File: src/obt_regs.vh
`ifndef OBT_REGS_VH
`define OBT_REGS_VH

// Register byte offsets
`define OBT_CTRL_ADDR 8'h00
`define OBT_STATUS_ADDR 8'h04
`define OBT_EVENT_ADDR 8'h08
`define OBT_LOG_ADDR 8'h0c

// Control register fields and reset
`define OBT_CTRL_DRIVE_BIT 0
`define OBT_CTRL_LOG_BIT 1
`define OBT_CTRL_RESET 2'h3

// Status register field positions
`define OBT_STAT_FWD_LSB 0
`define OBT_STAT_REV_LSB 8
`define OBT_STAT_OE_BIT 16
`define OBT_STAT_DIR_BIT 17
`define OBT_STAT_EMPTY_BIT 18

// Event register field
`define OBT_EVENT_OVF_BIT 0

// Log entry layout
`define OBT_LOG_VALID_BIT 31
`define OBT_LOG_WAY_BIT 8

// Data widths and log depth
`define OBT_PORT_W 8
`define OBT_LOG_W 9
`define OBT_LOG_DEPTH 4
`define OBT_LOG_PTR_W 2

// Bus answers
`define OBT_RESP_OKAY 2'h0
`define OBT_RESP_SLVERR 2'h2

`endif

File: src/obt_fifo.v
`include "obt_regs.vh"

module obt_fifo #(
   parameter WIDTH = `OBT_LOG_W,
   parameter DEPTH = `OBT_LOG_DEPTH,
   parameter PTR_W = `OBT_LOG_PTR_W
) (
   input wire clk_in,
   input wire srst_in,
   input wire in_valid_in,
   input wire [WIDTH-1:0] in_data_in,
   output wire in_ready_out,
   output wire out_valid_out,
   output wire [WIDTH-1:0] out_data_out,
   input wire out_ready_in
);
   localparam integer DEPTH_M1 = DEPTH - 1;
   localparam [PTR_W:0] FULL_CNT = DEPTH[PTR_W:0];
   localparam [PTR_W-1:0] LAST_PTR = DEPTH_M1[PTR_W-1:0];

   reg [WIDTH-1:0] mem [0:DEPTH-1];
   reg [PTR_W-1:0] wr_ptr;
   reg [PTR_W-1:0] rd_ptr;
   reg [PTR_W:0] count;
   wire push;
   wire pop;

   // Handshake terms
   assign in_ready_out = (count != FULL_CNT);
   assign out_valid_out = (count != {(PTR_W+1){1'b0}});
   assign out_data_out = mem[rd_ptr];
   assign push = in_valid_in & in_ready_out;
   assign pop = out_valid_out & out_ready_in;

   // Storage write
   always @(posedge clk_in) begin
      if (push) begin
         mem[wr_ptr] <= in_data_in;
      end
   end

   // Pointers and fill count
   always @(posedge clk_in) begin
      if (srst_in) begin
         wr_ptr <= {PTR_W{1'b0}};
         rd_ptr <= {PTR_W{1'b0}};
         count <= {(PTR_W+1){1'b0}};
      end else begin
         if (push) begin
            wr_ptr <= (wr_ptr == LAST_PTR) ? {PTR_W{1'b0}} : wr_ptr + 1'b1;
         end
         if (pop) begin
            rd_ptr <= (rd_ptr == LAST_PTR) ? {PTR_W{1'b0}} : rd_ptr + 1'b1;
         end
         if (push & ~pop) begin
            count <= count + 1'b1;
         end else if (pop & ~push) begin
            count <= count - 1'b1;
         end
      end
   end
endmodule

File: src/obt_transceiver.v
// The register addresses and the AXI4-Lite register port were left to the implementer.
`include "obt_regs.vh"

module obt_transceiver (
   input wire core_clk_in,
   input wire srst_in,
   input wire [7:0] left_port_in,
   output reg [7:0] left_port_out,
   output reg left_port_oe_out,
   input wire [7:0] right_port_in,
   output reg [7:0] right_port_out,
   output reg right_port_oe_out,
   input wire a_to_b_store_clk_in,
   input wire b_to_a_store_clk_in,
   input wire output_enable_n_in,
   input wire transfer_way_in,
   input wire a_to_b_source_sel_in,
   input wire b_to_a_source_sel_in,
   output reg log_ready_out,
   input wire [7:0] s_axi_awaddr_in,
   input wire s_axi_awvalid_in,
   output reg s_axi_awready_out,
   input wire [31:0] s_axi_wdata_in,
   input wire [3:0] s_axi_wstrb_in,
   input wire s_axi_wvalid_in,
   output reg s_axi_wready_out,
   output reg [1:0] s_axi_bresp_out,
   output reg s_axi_bvalid_out,
   input wire s_axi_bready_in,
   input wire [7:0] s_axi_araddr_in,
   input wire s_axi_arvalid_in,
   output reg s_axi_arready_out,
   output reg [31:0] s_axi_rdata_out,
   output reg [1:0] s_axi_rresp_out,
   output reg s_axi_rvalid_out,
   input wire s_axi_rready_in
);
   // Pin synchronisers, first and second stage
   reg [7:0] left_s1;
   reg [7:0] left_s2;
   reg [7:0] right_s1;
   reg [7:0] right_s2;
   reg [5:0] ctl_s1;
   reg [5:0] ctl_s2;
   reg [1:0] store_clk_d;

   // Stored data and software state
   reg [7:0] fwd_reg;
   reg [7:0] rev_reg;
   reg [1:0] ctrl;
   reg log_ovf;

   // Bus slave state
   reg aw_held;
   reg w_held;
   reg [7:0] wr_addr;
   reg [31:0] wr_data;
   reg [3:0] wr_strb;

   wire sync_fwd_clk;
   wire sync_rev_clk;
   wire sync_oe_n;
   wire sync_way;
   wire sync_a_to_b_sel;
   wire sync_b_to_a_sel;
   wire fwd_rise;
   wire rev_rise;
   wire drive_allow;
   wire log_enable;
   reg next_left_oe;
   reg next_right_oe;
   reg [7:0] next_left_data;
   reg [7:0] next_right_data;

   wire log_in_valid;
   wire [8:0] log_in_data;
   wire log_in_ready;
   wire log_out_valid;
   wire [8:0] log_out_data;
   wire log_pop;
   wire log_lost;
   wire wr_commit;
   wire ar_take;
   reg [31:0] next_rdata;
   reg [1:0] next_rresp;

   // Control pin order within the synchroniser vector
   assign sync_fwd_clk = ctl_s2[0];
   assign sync_rev_clk = ctl_s2[1];
   assign sync_oe_n = ctl_s2[2];
   assign sync_way = ctl_s2[3];
   assign sync_a_to_b_sel = ctl_s2[4];
   assign sync_b_to_a_sel = ctl_s2[5];
   assign drive_allow = ctrl[`OBT_CTRL_DRIVE_BIT];
   assign log_enable = ctrl[`OBT_CTRL_LOG_BIT];

   // Two-flop synchronisers for every pin input
   always @(posedge core_clk_in) begin
      if (srst_in) begin
         left_s1 <= 8'h00;
         left_s2 <= 8'h00;
         right_s1 <= 8'h00;
         right_s2 <= 8'h00;
         ctl_s1 <= 6'h04;
         ctl_s2 <= 6'h04;
         store_clk_d <= 2'h0;
      end else begin
         left_s1 <= left_port_in;
         left_s2 <= left_s1;
         right_s1 <= right_port_in;
         right_s2 <= right_s1;
         ctl_s1 <= {b_to_a_source_sel_in, a_to_b_source_sel_in, transfer_way_in,
                    output_enable_n_in, b_to_a_store_clk_in, a_to_b_store_clk_in};
         ctl_s2 <= ctl_s1;
         store_clk_d <= {sync_rev_clk, sync_fwd_clk};
      end
   end

   // Rising edges of the store clocks
   assign fwd_rise = sync_fwd_clk & ~store_clk_d[0];
   assign rev_rise = sync_rev_clk & ~store_clk_d[1];

   // Storage registers, captured whatever the drive state
   always @(posedge core_clk_in) begin
      if (srst_in) begin
         fwd_reg <= 8'h00;
         rev_reg <= 8'h00;
      end else begin
         if (fwd_rise) begin
            fwd_reg <= left_s2;
         end
         if (rev_rise) begin
            rev_reg <= right_s2;
         end
      end
   end

   // Drive decision: enables are exclusive by construction
   always @* begin
      next_left_oe = drive_allow & ~sync_oe_n & ~sync_way;
      next_right_oe = drive_allow & ~sync_oe_n & sync_way;
      next_left_data = sync_b_to_a_sel ? rev_reg : right_s2;
      next_right_data = sync_a_to_b_sel ? fwd_reg : left_s2;
   end

   // Port output flops
   always @(posedge core_clk_in) begin
      if (srst_in) begin
         left_port_oe_out <= 1'b0;
         right_port_oe_out <= 1'b0;
         left_port_out <= 8'h00;
         right_port_out <= 8'h00;
      end else begin
         left_port_oe_out <= next_left_oe;
         right_port_oe_out <= next_right_oe;
         left_port_out <= next_left_data;
         right_port_out <= next_right_data;
      end
   end

   // Capture log: forward wins when both edges share a cycle
   assign log_in_valid = log_enable & (fwd_rise | rev_rise);
   assign log_in_data = fwd_rise ? {1'b0, left_s2} : {1'b1, right_s2};
   assign log_lost = log_enable & ((fwd_rise & rev_rise) | (log_in_valid & ~log_in_ready));
   assign log_pop = ar_take & (s_axi_araddr_in == `OBT_LOG_ADDR);

   obt_fifo #(
      .WIDTH(`OBT_LOG_W),
      .DEPTH(`OBT_LOG_DEPTH),
      .PTR_W(`OBT_LOG_PTR_W)
   ) u_log (
      .clk_in(core_clk_in),
      .srst_in(srst_in),
      .in_valid_in(log_in_valid),
      .in_data_in(log_in_data),
      .in_ready_out(log_in_ready),
      .out_valid_out(log_out_valid),
      .out_data_out(log_out_data),
      .out_ready_in(log_pop)
   );

   // Write address and data channels, either order
   assign wr_commit = aw_held & w_held & ~s_axi_bvalid_out;
   always @(posedge core_clk_in) begin
      if (srst_in) begin
         aw_held <= 1'b0;
         w_held <= 1'b0;
         s_axi_awready_out <= 1'b0;
         s_axi_wready_out <= 1'b0;
         s_axi_bvalid_out <= 1'b0;
         s_axi_bresp_out <= `OBT_RESP_OKAY;
         wr_addr <= 8'h00;
         wr_data <= 32'h00000000;
         wr_strb <= 4'h0;
      end else begin
         if (s_axi_awready_out & s_axi_awvalid_in) begin
            wr_addr <= s_axi_awaddr_in;
            aw_held <= 1'b1;
            s_axi_awready_out <= 1'b0;
         end else if (~aw_held & ~s_axi_bvalid_out & ~wr_commit) begin
            s_axi_awready_out <= 1'b1;
         end
         if (s_axi_wready_out & s_axi_wvalid_in) begin
            wr_data <= s_axi_wdata_in;
            wr_strb <= s_axi_wstrb_in;
            w_held <= 1'b1;
            s_axi_wready_out <= 1'b0;
         end else if (~w_held & ~s_axi_bvalid_out & ~wr_commit) begin
            s_axi_wready_out <= 1'b1;
         end
         if (wr_commit) begin
            aw_held <= 1'b0;
            w_held <= 1'b0;
            s_axi_bvalid_out <= 1'b1;
            case (wr_addr)
               `OBT_CTRL_ADDR,
               `OBT_STATUS_ADDR,
               `OBT_EVENT_ADDR,
               `OBT_LOG_ADDR: s_axi_bresp_out <= `OBT_RESP_OKAY;
               default: s_axi_bresp_out <= `OBT_RESP_SLVERR;
            endcase
         end else if (s_axi_bvalid_out & s_axi_bready_in) begin
            s_axi_bvalid_out <= 1'b0;
         end
      end
   end

   // Control register and lost-capture flag, set beats clear
   always @(posedge core_clk_in) begin
      if (srst_in) begin
         ctrl <= `OBT_CTRL_RESET;
         log_ovf <= 1'b0;
         log_ready_out <= 1'b0;
      end else begin
         log_ready_out <= log_in_ready;
         if (wr_commit & (wr_addr == `OBT_CTRL_ADDR) & wr_strb[0]) begin
            ctrl <= wr_data[1:0];
         end
         if (log_lost) begin
            log_ovf <= 1'b1;
         end else if (wr_commit & (wr_addr == `OBT_EVENT_ADDR) & wr_strb[0] &
                      wr_data[`OBT_EVENT_OVF_BIT]) begin
            log_ovf <= 1'b0;
         end
      end
   end

   // Read data select
   always @* begin
      next_rdata = 32'h00000000;
      next_rresp = `OBT_RESP_OKAY;
      case (s_axi_araddr_in)
         `OBT_CTRL_ADDR: next_rdata[1:0] = ctrl;
         `OBT_STATUS_ADDR: begin
            next_rdata[`OBT_STAT_FWD_LSB+7:`OBT_STAT_FWD_LSB] = fwd_reg;
            next_rdata[`OBT_STAT_REV_LSB+7:`OBT_STAT_REV_LSB] = rev_reg;
            next_rdata[`OBT_STAT_OE_BIT] = left_port_oe_out | right_port_oe_out;
            next_rdata[`OBT_STAT_DIR_BIT] = right_port_oe_out;
            next_rdata[`OBT_STAT_EMPTY_BIT] = ~log_out_valid;
         end
         `OBT_EVENT_ADDR: next_rdata[`OBT_EVENT_OVF_BIT] = log_ovf;
         `OBT_LOG_ADDR: begin
            next_rdata[8:0] = log_out_valid ? log_out_data : 9'h000;
            next_rdata[`OBT_LOG_VALID_BIT] = log_out_valid;
         end
         default: next_rresp = `OBT_RESP_SLVERR;
      endcase
   end

   // Read channel, one outstanding
   assign ar_take = s_axi_arready_out & s_axi_arvalid_in;
   always @(posedge core_clk_in) begin
      if (srst_in) begin
         s_axi_arready_out <= 1'b0;
         s_axi_rvalid_out <= 1'b0;
         s_axi_rdata_out <= 32'h00000000;
         s_axi_rresp_out <= `OBT_RESP_OKAY;
      end else begin
         if (ar_take) begin
            s_axi_arready_out <= 1'b0;
            s_axi_rvalid_out <= 1'b1;
            s_axi_rdata_out <= next_rdata;
            s_axi_rresp_out <= next_rresp;
         end else begin
            if (s_axi_rvalid_out & s_axi_rready_in) begin
               s_axi_rvalid_out <= 1'b0;
            end
            if (~s_axi_rvalid_out) begin
               s_axi_arready_out <= 1'b1;
            end
         end
      end
   end
endmodule

File: config.mk
export PLATFORM = sky130hd
export DESIGN_NAME = obt_transceiver
export DESIGN_NICKNAME = d
export VERILOG_FILES = /design/src/obt_fifo.v /design/src/obt_transceiver.v
export VERILOG_INCLUDE_DIRS = /design/src
export SDC_FILE = /design/constraint.sdc
export NUM_CORES = 1
export LEC_CHECK = 0
export ABC_CLOCK_PERIOD_IN_PS = 5700
export BUFFER_PORTS_ARGS = -buffer_cell sky130_fd_sc_hd__buf_4
export CORE_MARGIN = 1
export CORE_UTILIZATION = 49
export CTS_CLUSTER_SIZE = 16
export DETAILED_ROUTE_END_ITERATION = 16
export PLACE_DENSITY = 0.74
export SLEW_MARGIN = 20
export SYNTH_ARGS = -nofsm -noshare
export SYNTH_HDL_FRONTEND = slang
export SYNTH_SLANG_ARGS = --single-unit
export TNS_END_PERCENT = 5
File: constraint.sdc
create_clock -name core_clk_in -period 5.7 [get_ports core_clk_in]
set_input_delay 0.57 -clock core_clk_in [delete_from_list [all_inputs] [get_ports core_clk_in]]
set_output_delay 0.57 -clock core_clk_in [all_outputs]
set_load 0.05 [all_outputs]
Yosys cells after proc, flatten, opt, wreduce, memory -nomap -nowiden
Memories as Yosys holds them, arrays and structs flattened. A register that Yosys moved wholly into a read port is not among the register bits.
Cells that the tools add are included.
Cells by class
  add/sub/neg operators: 4
  equal/unequal tests: 9
  muxes and demuxes: 25
  bitwise operators: 45
  reduce and logical (&&, ||, !) cells: 13
Operators with widths (count)
  8-bit by 4-bit == test with 1-bit output, second input constant: 4
  1-bit AND: 30
  9-bit two-way mux: 2
  8-bit by 3-bit == test with 1-bit output, second input constant: 2
  8-bit logical NOT: 2
  8-bit two-way mux: 2
  7-bit one-hot mux with 2 select lines: 1
  2-bit two-way mux: 6
  1-bit NOT: 12
  10-bit two-way mux: 1
  1-bit two-way mux: 9
  2-bit nonzero test: 4
  2-bit OR reduction: 4
  4-bit OR reduction: 2
  3-bit two-way mux: 2
  2-bit by 1-bit adder with 2-bit output, second input constant: 2
  2-bit == test, second input constant: 2
  1-bit one-hot mux with 4 select lines: 1
  3-bit by 1-bit adder with 3-bit output, second input constant: 1
  3-bit inequality test, second input constant: 1
  1-bit bitwise OR: 3
  1-bit one-hot mux with 3 select lines: 1
  3-bit nonzero test: 1
  3-bit by 1-bit subtractor with 3-bit output, second input constant: 1
Storage, ports and cells
  flip-flop bits (word level): 133
  memory bits (writable): 36
  output and inout bits: 60
  memories kept: 1
Memory list
  u_log.mem: words 4, bits a word 9, read ports 1, clocked after memory_dff 1, write ports 1, line obt_fifo.v:21  | reg [WIDTH-1:0] mem [0:DEPTH-1];

Depth between registers and ports, before layout
  depth in word-level cells: 9
  mapped depth: 10

Cells and area by module
A second synthesis with hierarchy kept.
Unflattened totals
  cell total of the unflattened synthesis: 569
  area, all modules: 6172.2 um2
Modules (own cells, without submodules)
  obt_transceiver: instances 1, cells an instance 474, area an instance 4395.5 um2, seq. area each 2482.4 um2
  obt_fifo: instances 1, cells an instance 95, area an instance 1776.7 um2, seq. area each 1261.2 um2

Worst setup path after synthesis
OpenSTA, ideal clock, no wires.
  path type: register to register
  from: reg ctl_s2[0]
  to: reg u_log.count[2]
  arrival time: 2224 ps
  required time: 5630 ps
  setup slack: 3405 ps
  cell stages (with the launch flop): 11
  period minus slack after synthesis: 2295 ps
  cells stage by stage: dfxtp_1 nor2b_1 buf_4 inv_1 a211oi_4 ha_1 inv_1 fa_1 xor2_1 or3_1 a21oi_1
Between the ends
  longest elaborated chain between the ends: 7
RTL lines
  from (decl): line obt_transceiver.v:44  | reg [5:0] ctl_s2;
  from (signal assigned): line obt_transceiver.v:114  | ctl_s2 <= ctl_s1;
  1-bit AND (*): line obt_transceiver.v:120  | assign fwd_rise = sync_fwd_clk & ~store_clk_d[0];
  1-bit bitwise OR (*): line obt_transceiver.v:162  | assign log_in_valid = log_enable & (fwd_rise | rev_rise);
  1-bit AND (*): line obt_transceiver.v:162
  1-bit AND (*): line obt_fifo.v:32  | assign push = in_valid_in & in_ready_out;
  net u_log.push: line obt_fifo.v:25  | wire push;
  1-bit NOT: line obt_fifo.v:57  | end else if (pop & ~push) begin
  1-bit AND: line obt_fifo.v:57
  2-bit nonzero test (no line)
  to (signal assigned): line obt_fifo.v:47  | count <= {(PTR_W+1){1'b0}};
  to (signal assigned): line obt_fifo.v:56  | count <= count + 1'b1;
  to (signal assigned): line obt_fifo.v:58  | count <= count - 1'b1;
  to (decl): line obt_fifo.v:24  | reg [PTR_W:0] count;
The timed path passes the listed nets; every way through them passes the cells marked *.
A chain may end at the register's enable or synchronous reset.

Final worst setup path
Same ends and word-level chain as after synthesis.

==> run_results.csv <==
group,metric,value,unit
hold_path,hold_path.startpoint,"output_enable_n_in",
power_and_ir_drop,power_leakage,2.944,nW
worst_setup_path,critPathTopFamily,"simple AND/OR/NAND/NOR gates",
worst_setup_path,critical_path_buf_inv_count,2,
worst_setup_path,slowest_delay,0.48,ns
worst_setup_path,rr_startpoint,"ctl_s2[0]",
cts,cts_tree,"built",
logic_synthesis,synth-seq-cells,169,
power_and_ir_drop,vdd_drop_max,0.2022,mV
power_and_ir_drop,p_total,2.567,mW
logic_synthesis,synth_cell_type_count,49,
grt,grt_start_max_net_pins,99,
power_and_ir_drop,power.density,346.3,nW/um^2
worst_setup_path,critPathRequiredTime,6.05,ns
worst_setup_path,path_common_cell,"inv_1",
layout,final_common_cell,"dfxtp_1",
layout,layout_common_cells,"dfxtp_1, buf_4, nand2_1",
worst_setup_path,arrival,3.52,ns
sta,hold_violations,0,
logic_synthesis,yosysSeqAreaShare,61.16,%
cts,ctsHoldBuffers,0,
floorplan,core,12110,sq um
cts,cts-resized-gates,0,
layout,fillers,990,
hold_path,min_path_type,"input port to flop",
floorplan,initial_core_util,50.54,%
sta,fin_crit_sh,55.55,%
worst_setup_path,crit_path_max_fanout,23,
worst_setup_path,end_kind,"flop",
layout,multi_input_area,2118,sq um
hold_path,hold_end,"ctl_s1[2]",
logic_synthesis,synthArstFlopShare,0,%
sta,maxSlewHeadroom,40.99,%
sta,slew_violations,0,
worst_setup_path,ff2ff_setup_slack,2.53,ns
cts,worstSkewPairLatency,0.42,ns
sta,fin_tns_setup,0,ns
worst_setup_path,slowest_stage,"a211oi_4",
logic_synthesis,synth_edf_count,36,
sta,finalCriticalPeriod,3.167,ns
cts,htreeDepth,4,
cts,clkTransAtPathRegs,0.06,ns
routing,drtAntennaViolNets,0,
layout,largest_reg_flops,36,
routing,drt-pass1-iter-count,4,
layout,drive_gt1_share,21.28,%
placement,io_buffers,93,
grt,groute.usage.overall,19.15,%
logic_synthesis,yosys-top-cells-area,"dfxtp_1, edfxtp_1, nor2b_1",
routing,wire_per_inst,14.30,um
sta,clock-skew-final,0.008361,ns
logic_synthesis,syn_inst,563,
placement,gp_congestion,0.7936,
worst_setup_path,crit_chain,"nor2b_1 -> inv_1 -> a211oi_4 -> ha_1 -> inv_1 -> fa_1 -> xor2_1 -> or3_1 -> a21oi_1",
worst_setup_path,critPathKind,"flop to flop",
sta,rsz0062_at_grt,"no",
floorplan,die_w,113.8,um
routing,remaining_drc_errors,0,
routing,first_iter_violations,171,
logic_synthesis,synth_ff_type,"dfxtp_1",
grt,grt_pass1_vias,3905,
cts,cts_inserted_buffers,17,
job,max_cap_viol_count,0,
grt,grt_pass1_wl,18.36,mm
cts,cts.path.max_buffers,2,
sta,worst_hold_slack,0.3320,ns
floorplan,die_area,12940,sq um
grt,grt_antenna_before_repair,0,
floorplan,ios,141,
cts,root_buffer,"clkbuf_16",
cts,post_cts_buffers,0,
sta,fmax,315.8,MHz
layout,seqCellArea,3744,sq um
floorplan,row_count,40,
sta,setup_violations,0,
worst_setup_path,startpoint_type,"flop",
worst_setup_path,r2r-end,"u_log.count[2]",
worst_setup_path,rr_worst_depth,9,
grt,grt_overflow,0,
layout,top_register,"u_log.mem",
logic_synthesis,ys_warn_count,0,
routing,via_count,4088,
layout,nets,734,
placement,post-dp-hpwl,8.080,mm
logic_synthesis,syn_area_per_cell,10.87,sq um
floorplan,die_y,113.8,um
run_status,outcome,"finished, final reports clean",
layout,antennaDiodeCount,0,
layout,area_growth,21.10,%
logic_synthesis,syn-cell-area,6121,sq um
routing,wirelength,11.81,mm
layout,top_regs,"u_log.mem (36), s_axi_rdata_out (20)",
hold_path,hold_depth,2,
sta,tightest_slew,0.8852,ns
routing,vias_per_cell,4.949,
cts,cts.sinks,169,
logic_synthesis,synth_top_cell_by_area,"dfxtp_1",
logic_synthesis,synth_top_area_share,43.50,%
routing by layer:
layer	up-vias	global-route usage, %	share of wire, %
li1	2043	-	-
met1	1916	22.86	44
met2	109	31.59	49
met3	20	5.845	5.0
met4	0	9.298	2.0
met5	-	0	0
logic make-up after synthesis:
logic type / after synthesis / synth area share, %
compound gates: 77 / 7.359
xor+xnor: 2 / 0.2862
fa+ha+maj: 7 / 1.554
buf+inv: 61 / 5.029
flops: 169 / 61.16
mux: 30 / 6.746
other cells: 1 / 0.06127
simple gates: 216 / 17.80
layout make-up:
type / instances / share of cell area (%)
Clock inverter: 8 / 0.8947
Clock buffer: 23 / 6.752
Sequential cell: 169 / 50.51
Tap cell: 168 / 2.836
Inverter: 18 / 0.9115
Multi-Input combinational cell: 346 / 28.58
Timing Repair Buffer: 94 / 9.521
through the flow:
| stage | instances | util (%) | setup slack, ns | instance area [sq um] |
|---|---|---|---|---|
| finish | 826 | 61.20 | 2.533 | 7412 |
| global route | 826 | 61.20 | 2.219 | 7412 |
| CTS | 826 | 61.20 | 2.501 | 7412 |
| detailed placement | 795 | 56.52 | 2.515 | 6845 |
| global placement | 795 | 56.52 | 2.568 | 6845 |
| floorplan | 576 | - | 3.405 | 6170 |
power by group:
| group | internal (mW) | switching (mW) |
|---|---|---|
| combinational | 0.0692 | 0.118 |
| clock | 0.658 | 0.434 |
| sequential | 1.26 | 0.0260 |
| total | 1.99 | 0.579 |
worst max path at each step:
stage / start / to / depth (start not counted)
2_1_floorplan: ctl_s2[0] / u_log.count[2] / 10
3_3_place_gp: ctl_s2[0] / u_log.count[2] / 9
3_5_place_dp: ctl_s2[0] / u_log.count[2] / 9
4_1_cts: ctl_s2[0] / u_log.count[2] / 9
5_1_grt: ctl_s2[0] / u_log.count[2] / 9
6_report: ctl_s2[0] / u_log.count[2] / 9
synthesized netlist by cell type (2+ instances only):
master	instances
dfxtp_1	133
nand2_1	77
a21oi_1	49
nor2b_1	48
nor2_1	37
edfxtp_1	36
mux2i_1	21
nand3_1	21
inv_1	18
buf_4	17
clkbuf_1	17
a22oi_1	9
mux4_2	9
o21ai_0	9
ha_1	6
and2_1	5
nor3_1	5
buf_2	4
nand2b_1	3
a211o_1	2
buf_1	2
clkbuf_2	2
nor3b_1	2
nor4_1	2
o41ai_1	2
or2_2	2
or3_1	2
xor2_1	2
(Power assumes the default switching activity.)
